File: config.mk
export PLATFORM = sky130hd
export DESIGN_NAME = dd_record_encoder
export DESIGN_NICKNAME = d
export VERILOG_FILES = /design/src/shared/dd_encoder_pkg.sv /design/src/rtl/dd_record_encoder.sv
export VERILOG_INCLUDE_DIRS = /design/src /design/src/shared
export SDC_FILE = /design/constraint.sdc
export NUM_CORES = 1
export LEC_CHECK = 0
export ABC_AREA = 1
export BUFFER_PORTS_ARGS = -buffer_cell sky130_fd_sc_hd__clkbuf_2
export CAP_MARGIN = 20
export CORE_ASPECT_RATIO = 0.8
export CORE_MARGIN = 2
export CORE_UTILIZATION = 25
export DETAILED_ROUTE_END_ITERATION = 16
export HOLD_SLACK_MARGIN = 0.06
export RECOVER_POWER = 50
export SKIP_CTS_REPAIR_TIMING = 1
export SYNTH_ARGS = -nofsm -noshare
export SYNTH_HDL_FRONTEND = slang
export SYNTH_SLANG_ARGS = --single-unit
File: constraint.sdc
create_clock -name clk -period 7.5 [get_ports clk]
set_clock_uncertainty 0.2 [all_clocks]
set_input_delay 0.375 -clock clk [delete_from_list [all_inputs] [get_ports clk]]
set_output_delay 0.375 -clock clk [all_outputs]
set_load 0.01 [all_outputs]
File: src/shared/dd_encoder_regs.svh
// constants of the double density record encoder
// Functional notes
// - record indication picks record or playback
// - recording passes only bit clock and data
// - playback uses external or internal 10MHz clock
// - clock select ignored while recording
// - polarity setting inverts incoming biphase data
// - bit clock divided by 50 drives servo
// - bit clock divided by 12 gives word strobe
// - word strobe divided by 128 feeds reference
// - system bit clock over 16 gives track rate
// - track rate over 8 then 17 is feedback
// - track rate is 17/16 of word rate
// - 16x12 buffer from three 4x16 memories
// - after 128 bits suppress output 8 bits
// - buffer writing continues during suppression
// - sync toggle makes pattern 4,3,4,3
// - eight padding bits: 136 bits per 128
// - per track transition code mixed with sync
// - toggle flop halves into double density
// - intervals 2,3,4 are 1,1.5,2 bits
// - data never odd 3s between 4s
// - twelve tracks each get own output
`ifndef DD_ENCODER_REGS_SVH
`define DD_ENCODER_REGS_SVH
`define CTRL_OFS 8'h00
`define STATUS_OFS 8'h04
`define CTRL_RESET 32'h0000_0000
`define CTRL_CLKSEL_BIT 0
`define CTRL_POL_BIT 1
`define STAT_REC_BIT 0
`define STAT_WR_LSB 4
`define STAT_RD_LSB 8
`define CLK_HZ 40000000
`define INT_CLK_HZ 10000000
`define INT_DIV (`CLK_HZ / `INT_CLK_HZ)
`define SERVO_HALF 25
`define WORD_BITS 12
`define FRAME_WORDS 128
`define FB_DIV_A 8
`define FB_DIV_B 17
`define HALF_PER_STROBE 34
`define HALF_PER_BIT_DEN 16
`define DATA_HALVES 256
`define FRAME_HALVES 272
`define SYNC_MASK 16'h4891
`endif

File: src/shared/dd_encoder_pkg.sv
// types shared by the double density record encoder
package dd_encoder_pkg;
  typedef struct packed {
    logic rec_ind;
    logic ext_clk;
    logic data;
    logic bit_clk;
  } pins_s;
  typedef logic [11:0] track_word_t;
  typedef enum logic [1:0] {
    MODE_PLAY = 2'b01,
    MODE_REC = 2'b10
  } mode_e;
endpackage : dd_encoder_pkg

File: src/rtl/dd_record_encoder.sv
// double density twelve-track record encoder with axi4-lite control
`timescale 1ns/1ps
`default_nettype none
`include "dd_encoder_regs.svh"
module dd_record_encoder
  import dd_encoder_pkg::*;
(
  input wire logic clk,
  input wire logic resetn,
  input wire logic bit_clk_in,
  input wire logic bilevel_data_in,
  input wire logic ext_clk_in,
  input wire logic record_indicate_in,
  input wire logic [7:0] s_axi_awaddr,
  input wire logic s_axi_awvalid,
  output logic s_axi_awready,
  input wire logic [31:0] s_axi_wdata,
  input wire logic [3:0] s_axi_wstrb,
  input wire logic s_axi_wvalid,
  output logic s_axi_wready,
  output logic [1:0] s_axi_bresp,
  output logic s_axi_bvalid,
  input wire logic s_axi_bready,
  input wire logic [7:0] s_axi_araddr,
  input wire logic s_axi_arvalid,
  output logic s_axi_arready,
  output logic [31:0] s_axi_rdata,
  output logic [1:0] s_axi_rresp,
  output logic s_axi_rvalid,
  input wire logic s_axi_rready,
  output logic servo_ref,
  output logic word_enable_strobe,
  output logic phase_ref,
  output logic feedback_ref,
  output logic sync_toggle_signal,
  output track_word_t track_out
);
  ////////////////////////////////////////////////////////////////////////
  // pin synchronisers: a change counts once stages two and three agree
  pins_s pins_in;
  pins_s s1_ff, s2_ff, s3_ff, filt_ff, filt_d_ff, nxt_filt;
  assign pins_in = '{rec_ind: record_indicate_in, ext_clk: ext_clk_in,
                     data: bilevel_data_in, bit_clk: bit_clk_in};
  assign nxt_filt = (s3_ff & ~(s2_ff ^ s3_ff)) | (filt_ff & (s2_ff ^ s3_ff));
  always_ff @(posedge clk or negedge resetn) begin
    if (!resetn) begin
      s1_ff <= '0;
      s2_ff <= '0;
      s3_ff <= '0;
      filt_ff <= '0;
      filt_d_ff <= '0;
    end else begin
      s1_ff <= pins_in;
      s2_ff <= s1_ff;
      s3_ff <= s2_ff;
      filt_ff <= nxt_filt;
      filt_d_ff <= filt_ff;
    end
  end
  wire bit_rise = filt_ff.bit_clk & ~filt_d_ff.bit_clk;
  wire ext_rise = filt_ff.ext_clk & ~filt_d_ff.ext_clk;

  ////////////////////////////////////////////////////////////////////////
  // control registers over axi4-lite
  logic [31:0] ctrl_ff;
  logic aw_got_ff, w_got_ff;
  logic [7:0] awaddr_ff;
  logic [31:0] wdata_ff;
  logic [3:0] wstrb_ff;
  logic bvalid_ff, rvalid_ff;
  logic [1:0] bresp_ff, rresp_ff;
  logic [31:0] rdata_ff;
  logic [3:0] wr_addr_ff, rd_addr_ff;
  mode_e mode_ff;
  wire aw_take = s_axi_awvalid & ~aw_got_ff & ~bvalid_ff;
  wire w_take = s_axi_wvalid & ~w_got_ff & ~bvalid_ff;
  wire wr_go = aw_got_ff & w_got_ff & ~bvalid_ff;
  wire wr_ctrl = wr_go & (awaddr_ff == `CTRL_OFS);
  wire wr_hit = wr_ctrl | (awaddr_ff == `STATUS_OFS);
  wire ar_take = s_axi_arvalid & ~rvalid_ff;
  wire [31:0] byte_mask = {{8{wstrb_ff[3]}}, {8{wstrb_ff[2]}},
                           {8{wstrb_ff[1]}}, {8{wstrb_ff[0]}}};
  wire [31:0] nxt_ctrl = (ctrl_ff & ~byte_mask) | (wdata_ff & byte_mask);
  wire [31:0] status_word = {20'h0_0000, rd_addr_ff, wr_addr_ff, 3'h0,
                             mode_ff == MODE_REC};
  wire ar_ctrl = s_axi_araddr == `CTRL_OFS;
  wire ar_stat = s_axi_araddr == `STATUS_OFS;
  wire [31:0] rd_mux = ar_ctrl ? ctrl_ff : (ar_stat ? status_word : 32'h0);
  wire clk_sel = ctrl_ff[`CTRL_CLKSEL_BIT];
  wire pol = ctrl_ff[`CTRL_POL_BIT];
  always_ff @(posedge clk or negedge resetn) begin
    if (!resetn) begin
      ctrl_ff <= `CTRL_RESET;
      aw_got_ff <= 1'b0;
      w_got_ff <= 1'b0;
      awaddr_ff <= 8'h00;
      wdata_ff <= 32'h0000_0000;
      wstrb_ff <= 4'h0;
      bvalid_ff <= 1'b0;
      bresp_ff <= 2'h0;
    end else begin
      if (aw_take) begin
        aw_got_ff <= 1'b1;
        awaddr_ff <= s_axi_awaddr;
      end
      if (w_take) begin
        w_got_ff <= 1'b1;
        wdata_ff <= s_axi_wdata;
        wstrb_ff <= s_axi_wstrb;
      end
      if (wr_ctrl) begin
        ctrl_ff <= nxt_ctrl;
      end
      if (wr_go) begin
        bvalid_ff <= 1'b1;
        bresp_ff <= wr_hit ? 2'h0 : 2'h3;
        aw_got_ff <= 1'b0;
        w_got_ff <= 1'b0;
      end else if (bvalid_ff && s_axi_bready) begin
        bvalid_ff <= 1'b0;
      end
    end
  end
  always_ff @(posedge clk or negedge resetn) begin
    if (!resetn) begin
      rvalid_ff <= 1'b0;
      rdata_ff <= 32'h0000_0000;
      rresp_ff <= 2'h0;
    end else if (ar_take) begin
      rvalid_ff <= 1'b1;
      rdata_ff <= rd_mux;
      rresp_ff <= (ar_ctrl | ar_stat) ? 2'h0 : 2'h3;
    end else if (rvalid_ff && s_axi_rready) begin
      rvalid_ff <= 1'b0;
    end
  end
  assign s_axi_awready = aw_take;
  assign s_axi_wready = w_take;
  assign s_axi_bvalid = bvalid_ff;
  assign s_axi_bresp = bresp_ff;
  assign s_axi_arready = ar_take;
  assign s_axi_rvalid = rvalid_ff;
  assign s_axi_rdata = rdata_ff;
  assign s_axi_rresp = rresp_ff;

  ////////////////////////////////////////////////////////////////////////
  // mode, clock and data selection
  logic [1:0] int_cnt_ff;
  wire int_tick = int_cnt_ff == 2'(`INT_DIV - 1);
  always_ff @(posedge clk or negedge resetn) begin
    if (!resetn) begin
      mode_ff <= MODE_PLAY;
      int_cnt_ff <= 2'h0;
    end else begin
      int_cnt_ff <= int_tick ? 2'h0 : int_cnt_ff + 2'h1;
      case (mode_ff)
        MODE_PLAY: if (filt_ff.rec_ind) mode_ff <= MODE_REC;
        MODE_REC: if (!filt_ff.rec_ind) mode_ff <= MODE_PLAY;
        default: mode_ff <= MODE_PLAY;
      endcase
    end
  end
  wire rec = mode_ff == MODE_REC;
  wire play_tick = clk_sel ? ext_rise : int_tick;
  wire sel_tick = rec ? bit_rise : play_tick;
  // bi-level data is sampled in its first half, which carries the nrzl level
  wire nrzl_bit = rec & (filt_ff.data ^ pol);

  ////////////////////////////////////////////////////////////////////////
  // dividers: servo /50, word strobe /12, frame /128
  logic [4:0] servo_cnt_ff;
  logic [3:0] bit_cnt_ff;
  logic [6:0] word_cnt_ff;
  logic [10:0] sp_ff;
  logic servo_ff, strobe_ff, phase_ff;
  wire strobe_now = sel_tick & (bit_cnt_ff == 4'(`WORD_BITS - 1));
  wire servo_wrap = servo_cnt_ff == 5'(`SERVO_HALF - 1);
  wire track_word_t in_word = {sp_ff, nrzl_bit};
  always_ff @(posedge clk or negedge resetn) begin
    if (!resetn) begin
      servo_cnt_ff <= 5'h00;
      bit_cnt_ff <= 4'h0;
      word_cnt_ff <= 7'h00;
      sp_ff <= 11'h000;
      servo_ff <= 1'b0;
      strobe_ff <= 1'b0;
      phase_ff <= 1'b0;
    end else begin
      strobe_ff <= strobe_now;
      phase_ff <= word_cnt_ff[6];
      if (sel_tick) begin
        sp_ff <= in_word[10:0];
        servo_cnt_ff <= servo_wrap ? 5'h00 : servo_cnt_ff + 5'h01;
        if (servo_wrap) servo_ff <= ~servo_ff;
        bit_cnt_ff <= strobe_now ? 4'h0 : bit_cnt_ff + 4'h1;
      end
      if (strobe_now) word_cnt_ff <= word_cnt_ff + 7'h01;
    end
  end

  ////////////////////////////////////////////////////////////////////////
  // encoder buffer: three 4-bit slices of 16 words
  track_word_t rd_word;
  genvar g;
  generate
    for (g = 0; g < 3; g = g + 1) begin : g_slice
      logic [3:0] mem_ff [16];
      // cleared at reset: reads start before the first word lands, and an
      // unknown word would poison the track toggles for good
      always_ff @(posedge clk or negedge resetn) begin
        if (!resetn) begin
          for (int i = 0; i < 16; i++) mem_ff[i] <= 4'h0;
        end else if (strobe_now) begin
          // writes go on at the input rate even in the sync gap
          mem_ff[wr_addr_ff] <= in_word[4*g +: 4];
        end
      end
      assign rd_word[4*g +: 4] = mem_ff[rd_addr_ff];
    end
  endgenerate

  ////////////////////////////////////////////////////////////////////////
  // track rate: 34 half-bit credits per word strobe, 16 per half-bit tick
  logic [5:0] credit_ff;
  logic [8:0] half_cnt_ff;
  logic [2:0] fb_a_ff;
  logic [4:0] fb_b_ff;
  logic fb_ff;
  wire half_tick = credit_ff >= 6'(`HALF_PER_BIT_DEN);
  wire [5:0] credit_add = strobe_now ? 6'(`HALF_PER_STROBE) : 6'h00;
  wire [5:0] credit_sub = half_tick ? 6'(`HALF_PER_BIT_DEN) : 6'h00;
  wire half_wrap = half_cnt_ff == 9'(`FRAME_HALVES - 1);
  wire data_slot = half_cnt_ff < 9'(`DATA_HALVES);
  wire bit_end = half_tick & half_cnt_ff[0];
  wire fb_a_wrap = fb_a_ff == 3'(`FB_DIV_A - 1);
  wire fb_b_wrap = fb_b_ff == 5'(`FB_DIV_B - 1);
  always_ff @(posedge clk or negedge resetn) begin
    if (!resetn) begin
      credit_ff <= 6'h00;
      half_cnt_ff <= 9'h000;
      fb_a_ff <= 3'h0;
      fb_b_ff <= 5'h00;
      fb_ff <= 1'b0;
      wr_addr_ff <= 4'h0;
      rd_addr_ff <= 4'h0;
    end else begin
      credit_ff <= credit_ff + credit_add - credit_sub;
      if (half_tick) begin
        half_cnt_ff <= half_wrap ? 9'h000 : half_cnt_ff + 9'h001;
      end
      if (bit_end) begin
        fb_a_ff <= fb_a_wrap ? 3'h0 : fb_a_ff + 3'h1;
        if (fb_a_wrap) begin
          fb_b_ff <= fb_b_wrap ? 5'h00 : fb_b_ff + 5'h01;
        end
      end
      fb_ff <= fb_b_ff < 5'h09;
      if (strobe_now) wr_addr_ff <= wr_addr_ff + 4'h1;
      // read address holds through the sync gap
      if (bit_end && data_slot) rd_addr_ff <= rd_addr_ff + 4'h1;
    end
  end

  ////////////////////////////////////////////////////////////////////////
  // per-track transition code, sync mix and divide-by-two
  track_word_t cur_ff, prev_ff, dd_ff, data_trans, trans;
  logic sync_ff;
  wire [15:0] sync_mask = `SYNC_MASK;
  wire sync_hit = sync_mask[half_cnt_ff[3:0]];
  // a 1 moves mid-bit, a 0 after a 0 moves at the cell edge; this keeps
  // intervals at 2, 3 and 4 half-bit units and odd 3-runs out of data
  assign data_trans = half_cnt_ff[0] ? cur_ff
                                     : (~rd_word & ~prev_ff);
  assign trans = data_slot ? data_trans : {12{sync_hit}};
  always_ff @(posedge clk or negedge resetn) begin
    if (!resetn) begin
      cur_ff <= 12'h000;
      prev_ff <= 12'h000;
      dd_ff <= 12'h000;
      sync_ff <= 1'b0;
    end else begin
      sync_ff <= half_tick & ~data_slot & sync_hit;
      if (half_tick) begin
        dd_ff <= dd_ff ^ trans;
        if (data_slot && !half_cnt_ff[0]) cur_ff <= rd_word;
        if (data_slot && half_cnt_ff[0]) prev_ff <= cur_ff;
        // after sync, a leading 0 must not add an edge at the padding end
        if (!data_slot) prev_ff <= 12'hfff;
      end
    end
  end
  assign servo_ref = servo_ff;
  assign word_enable_strobe = strobe_ff;
  assign phase_ref = phase_ff;
  assign feedback_ref = fb_ff;
  assign sync_toggle_signal = sync_ff;
  assign track_out = dd_ff;

  ////////////////////////////////////////////////////////////////////////
  // checks
  a_mode_follow: assert property (@(posedge clk) disable iff (!resetn)
    filt_ff.rec_ind |=> mode_ff == MODE_REC)
    else $error("mode did not follow record indication");
  a_play_no_data: assert property (@(posedge clk) disable iff (!resetn)
    sel_tick && !rec |=> sp_ff[0] == 1'b0)
    else $error("data passed while playing back");
  a_int_clock: assert property (@(posedge clk) disable iff (!resetn)
    !rec && !clk_sel && int_tick |-> sel_tick)
    else $error("internal clock not used in playback");
  a_rec_clock: assert property (@(posedge clk) disable iff (!resetn)
    rec && !bit_rise |-> !sel_tick)
    else $error("non bit clock used while recording");
  a_polarity_inv: assert property (@(posedge clk) disable iff (!resetn)
    rec && bit_rise |=> sp_ff[0] == $past(filt_ff.data ^ pol))
    else $error("polarity not applied");
  a_servo_div: assert property (@(posedge clk) disable iff (!resetn)
    $changed(servo_ff) |-> $past(sel_tick) && $past(servo_cnt_ff) == 24)
    else $error("servo toggled off count");
  a_strobe_div: assert property (@(posedge clk) disable iff (!resetn)
    strobe_ff |-> $past(bit_cnt_ff) == 4'hb && $past(sel_tick))
    else $error("word strobe off count");
  a_sync_gap: assert property (@(posedge clk) disable iff (!resetn)
    !data_slot |=> $stable(rd_addr_ff))
    else $error("buffer read during sync");
  a_sync_pattern: assert property (@(posedge clk) disable iff (!resetn)
    sync_ff |-> $past(half_cnt_ff[3:0]) inside {0, 4, 7, 11, 14})
    else $error("sync edge outside pattern");
  a_dd_toggle: assert property (@(posedge clk) disable iff (!resetn)
    half_tick |=> dd_ff == ($past(dd_ff) ^ $past(trans)))
    else $error("track waveform missed a toggle");
endmodule : dd_record_encoder
`default_nettype wire

Word level (Yosys, flattened, before mapping)
Memories as Yosys holds them, arrays and structs flattened.
Cells that the tools add are included.
W data, S select, Z words.
- bitwise operators: 41
- order comparisons: 7
- reduce and logical (&&, ||, !) cells: 18
- multipliers: 0
- muxes and demuxes: 44
- eq/ne operators: 13
- div/mod/pow operators: 0
- shift-type cells: 0
- add/subtract/negate cells: 11
- operator list (cell ; count):
    $bwmux W64 ; 3
    $and A32 B32 Y32 ; 2
    $mux W12 ; 5
    $bmux W4 S4 ; 3
    $mux W32 ; 1
    $mux W4 ; 8
    $not A32 Y32 ; 1
    $or A32 B32 Y32 ; 1
    $not A12 Y12 ; 2
    $demux W4 S4 ; 1
    $eq A8 B3 Y1 const B ; 2
    $logic_not A8 Y1 ; 2
    $and A1 B1 Y1 ; 15
    $mux W5 ; 3
    $add A4 B1 Y4 const B ; 3
    $and A12 B12 Y12 ; 1
    $xor A12 B12 Y12 ; 1
    $mux W1 ; 11
    $add A5 B1 Y5 const B ; 2
    $eq A5 B5 Y1 const B ; 2
    $ge A5 B5 Y1 const B ; 2
    $mux W2 ; 5
    $not A4 Y5 ; 2
    $reduce_and A2 Y1 ; 5
    32 further kinds ; 51
- memories kept: 1
- input port bits: 63
- ROM bits: 16
- output and inout port bits: 58
- register bits: 429
- RAM bits: 0
- latch bits: 0
- logic and storage cells: 232
- memory list (name ; words ; width ; read ports ; clocked after memory_dff ; write ports ; RTL line ; text):
    (no name shown) ; 16 ; 1 ; 1 ; 0 ; 0 ; dd_record_encoder.sv:269 ; wire sync_hit = sync_mask[half_cnt_ff[3:0]];

Longest topological paths before layout
- word-level depth: 9
- depth in mapped cells: 14
- gate-level depth less buffers: 13

Worst setup path before layout
No wires, ideal clock.
- path kind: register to register
- start: register mode_ff[0]
- end: register credit_ff[5]
- buffers on the path: 1
- setup slack: 5.018 ns
- data required time: 7.177 ns
- data arrival time: 2.159 ns
- library setup time: 0.123 ns
- clock period less this slack: 2.482 ns
- cell stages (with the launch flop): 14
- cells stage by stage: dfstp_2 -> inv_2 -> nand2_2 -> nand2_1 -> nand2_4 -> nand2_8 -> buf_6 -> ha_1 -> inv_1 -> fa_1 -> nand3_1 -> nand2_1 -> xor2_1 -> xnor2_1
- longest elaborated chain between the ends: 6
- RTL lines (element ; RTL line ; text):
    from (decl) ; dd_record_encoder.sv:74 ; mode_e mode_ff;
    from (signal assigned) ; dd_record_encoder.sv:152 ; mode_ff <= MODE_PLAY;
    from (signal assigned) ; dd_record_encoder.sv:157 ; MODE_PLAY: if (filt_ff.rec_ind) mode_ff <= MODE_REC;
    from (signal assigned) ; dd_record_encoder.sv:158 ; MODE_REC: if (!filt_ff.rec_ind) mode_ff <= MODE_PLAY;
    $eq A2 B2 Y1 ; dd_record_encoder.sv:163 ; wire rec = mode_ff == MODE_REC;
    $mux W1 ; dd_record_encoder.sv:165 ; wire sel_tick = rec ? bit_rise : play_tick;
    $and A1 B1 Y1 ; dd_record_encoder.sv:176 ; wire strobe_now = sel_tick & (bit_cnt_ff == 4'(`WORD_BITS - 1));
    $mux W6 ; dd_record_encoder.sv:230 ; wire [5:0] credit_add = strobe_now ? 6'(`HALF_PER_STROBE) : 6'h00;
    $add A6 B6 Y6 ; dd_record_encoder.sv:247 ; credit_ff <= credit_ff + credit_add - credit_sub;
    $sub A6 B5 Y6 ; dd_record_encoder.sv:247 ;
    to (signal assigned) ; dd_record_encoder.sv:247 ;
    to (decl) ; dd_record_encoder.sv:224 ; logic [5:0] credit_ff;
No other way between the ends.
A chain may end at the register's enable or synchronous reset.

Final worst setup path
- start: register mode_ff[0]
- end: register g_slice[2].mem_ff[25] (netlist bit)
- longest elaborated chain between the ends: 3
- RTL lines (element ; RTL line ; text):
    $eq A2 B2 Y1 ; dd_record_encoder.sv:163 ;
    $mux W1 ; dd_record_encoder.sv:165 ;
    $and A1 B1 Y1 ; dd_record_encoder.sv:176 ;
    to (signal, indexed assignment) ; dd_record_encoder.sv:215 ; mem_ff[wr_addr_ff] <= in_word[4*g +: 4];
    to (decl) ; dd_record_encoder.sv:207 ; logic [3:0] mem_ff [16];
No other way between the ends.

==> results.txt <==
number of synthesized flops with an enable pin: 0
share of the synthesized area in the top cell type: 55.5%
CP max-delay cell: nand2_1
routed via count: 14,500
DP Worst Slack: 4600 ps
cell count of the worst reg-to-reg path: 9
nets: 2,384
RR Endpoint: g_slice[2].mem_ff[25]
CTS sink cnt: 426
worst hold path type: reg -> reg
top post-synthesis cells by area: dfrtp_1 (56%), nand2_1 (12%), o21ai_1 (4.8%)
unrepaired setup endpoints after global routing: false
Fin Hold WS: 142 ps
Max Slew Vio Count: 285
Final Wtd Congestion: 0.759
leak pwr: 0.0102 uW
Critical Path AT: 4690 ps
Mean Syn Cell Area: 8.75 sq um
routed vias/inst: 4.32
DRT iter0 DRCs: 1,197
core area: 75,700 sq um
Overflow after GRT: 0
r2r startpoint: mode_ff[0]
fillers: 8,095
cts bufs inserted: 42
CP max FO: 38
Crit. Startpoint: mode_ff[0]
FF+latch count, synth: 426
sequential area share after synthesis: 55.6%
period utilisation layout: 59.6%
count leader, synth: nand2_1
Die Area: 78,900 sq um
layout cells sized above 1: 11.0%
Clock Path Buffers: 3
synthesized cell area: 19,200 sq um
Area Overhead vs Synth: 16.0%
Final Power: 7480 uW
critical path class: reg -> reg
final hold violations: 0
Starting Density: 25.3%
setup TNS: 0 ps
commonest cells in the netlist: nand2_1 (637), dfrtp_1 (425), inv_1 (188), o21ai_1 (185), nand3_1 (164)
Post-DP HPWL: 29.2 mm
Overall Global Routing Usage: 12.0%
largest net degree at the start of global routing: 119
failing checks: capacitance limit, slew limit
crit path cell chain: inv_1, nand2_1, nand2_1, nand2_1, nand2_1, clkinvlp_2, nand4_2, nand2_1, o21ai_1
DRT Pass-1 Iters: 5
Final ANT Viol Nets: 0
CP Capture Type: flop
I/O pins: 121
maximum vdd drop: 0.179 mV
Req. time, crit path: 7710 ps
Top cell by count, worst path: nand2_1
fmax: 224 MHz
Setup-failing EPs final: 0
Chip Width: 314 um
Post-synth ARST share: 100%
Worst setup SP type: flop
PD cells: 337 nW/um^2
max incr delay on CP: 800 ps
worst rel slew slack: -128%
CTS tree: yes
area leader, netlist: dfrtp_1
synth warn: 0
# diodes: 0
initial antenna violation count: 0
die height: 252 um
worst skew pair latency: 570 ps
Routed WL: 48.0 mm
Distinct cells, synth: 49
Clock Pin Slew Worst Setup and Hold Paths: 60 ps
WL/cell: 14.4 um
Worst-Margin Slew: 3430 ps
fin cells: 3,342
Worst Path Buf+Inv: 2
Mapped Cells: 2,191
final worst slack: 3030 ps
Rows: 90
Crit path depth: 9
Max Cap Violations: 5
vias in the first global route: 13,900
kind of cell adding the most delay to the critical path: simple AND/OR/NAND/NOR gates
Port-buffer cells: 120
clock root cell: clkbuf_16
status: finished with violations
drt drc: 0
Mapped Nets: 2,275
Cells after DPL: 3,216
H-Tree Depth: 2
prevailing post-synth register cell: dfrtp_1
Period minus WS final: 4470 ps
worst setup path end: g_slice[2].mem_ff[25]
flop-to-flop setup slack: 3030 ps
first-pass GRT wire length: 77.5 mm
## layer usage
layer / GRT usage [%] / vias up / routed length, um
met1: 17.4 / 6846 / 23800
li1: - / 7255 / -
met3: 2.79 / 60 / 2620
met5: 0 / - / 0
met2: 18.3 / 293 / 20800
met4: 2.35 / 0 / 806
## sequential cells by signal, indices dropped and copies added (netlist names), 3 cells and up, named ones only
signal	flops
g_slice.mem_ff	192
s_axi_rdata	32
wdata_ff	32
cur_ff	12
prev_ff	12
track_out	12
sp_ff	11
half_cnt_ff	9
awaddr_ff	8
word_cnt_ff	7
credit_ff	5
fb_b_ff	5
servo_cnt_ff	5
bit_cnt_ff	4
rd_addr_ff	4
s1_ff	4
s2_ff	4
s3_ff	4
wr_addr_ff	4
wstrb_ff	4
fb_a_ff	3
## final cells by class
cell class	instances	area [sq um]	area share, %
Timing Repair Buffer	190	1180	5.31
Inverter	202	759	3.42
Clock buffer	57	1180	5.30
Multi-Input combinational cell	1438	6970	31.4
Tap cell	1012	1270	5.70
Sequential cell	426	10700	48.0
Clock inverter	17	210	0.946
## placed cells by master (no fill, tap or decap), drive strengths merged, types with 19 or more instances in the layout
master / n
clkbuf: 181
ha: 20
dfrtp: 425
dlygate4sd3: 52
inv: 201
nand3: 175
nor2: 106
a21oi: 47
o21ai: 326
xor2: 19
nand2: 671
## logic make-up after synthesis
kind of cell	synth area share (%)
AO/OA/AOI/OAI	11.7
flip-flops	55.6
XOR/XNOR	1.05
adder cells (fa/ha/maj)	1.62
AND/OR/NAND/NOR	22.5
buffers and inverters	7.47
## power by group
| group | leakage, uW | total [uW] | switching [uW] | internal (uW) |
|---|---|---|---|---|
| registers | 0.00565 | 3050 | 303 | 2750 |
| clock network | 0.000692 | 2180 | 931 | 1250 |
| logic | 0.00386 | 2250 | 1570 | 681 |
## stage by stage
step / utilization (%) / cell area, sq um
after floorplan: - / 19200
after global placement: 27.1 / 20500
after detailed placement: 27.1 / 20500
after CTS: 29.0 / 21900
after global routing: 29.4 / 22200
final: 29.4 / 22200
## worst min path at each step
stage | from | end | slack [ps] | cells past startpoint
floorplan | resetn | async pin | -120 | 0
global placement | s1_ff[3] | s2_ff[3] | 130 | 0
detailed placement | s1_ff[2] | s2_ff[2] | 130 | 0
CTS | ext_clk_in | s1_ff[2] | -310 | 1
global route | s1_ff[0] | s2_ff[0] | 170 | 0
finish | s1_ff[2] | s2_ff[2] | 140 | 0
(Power assumes the default switching activity.)
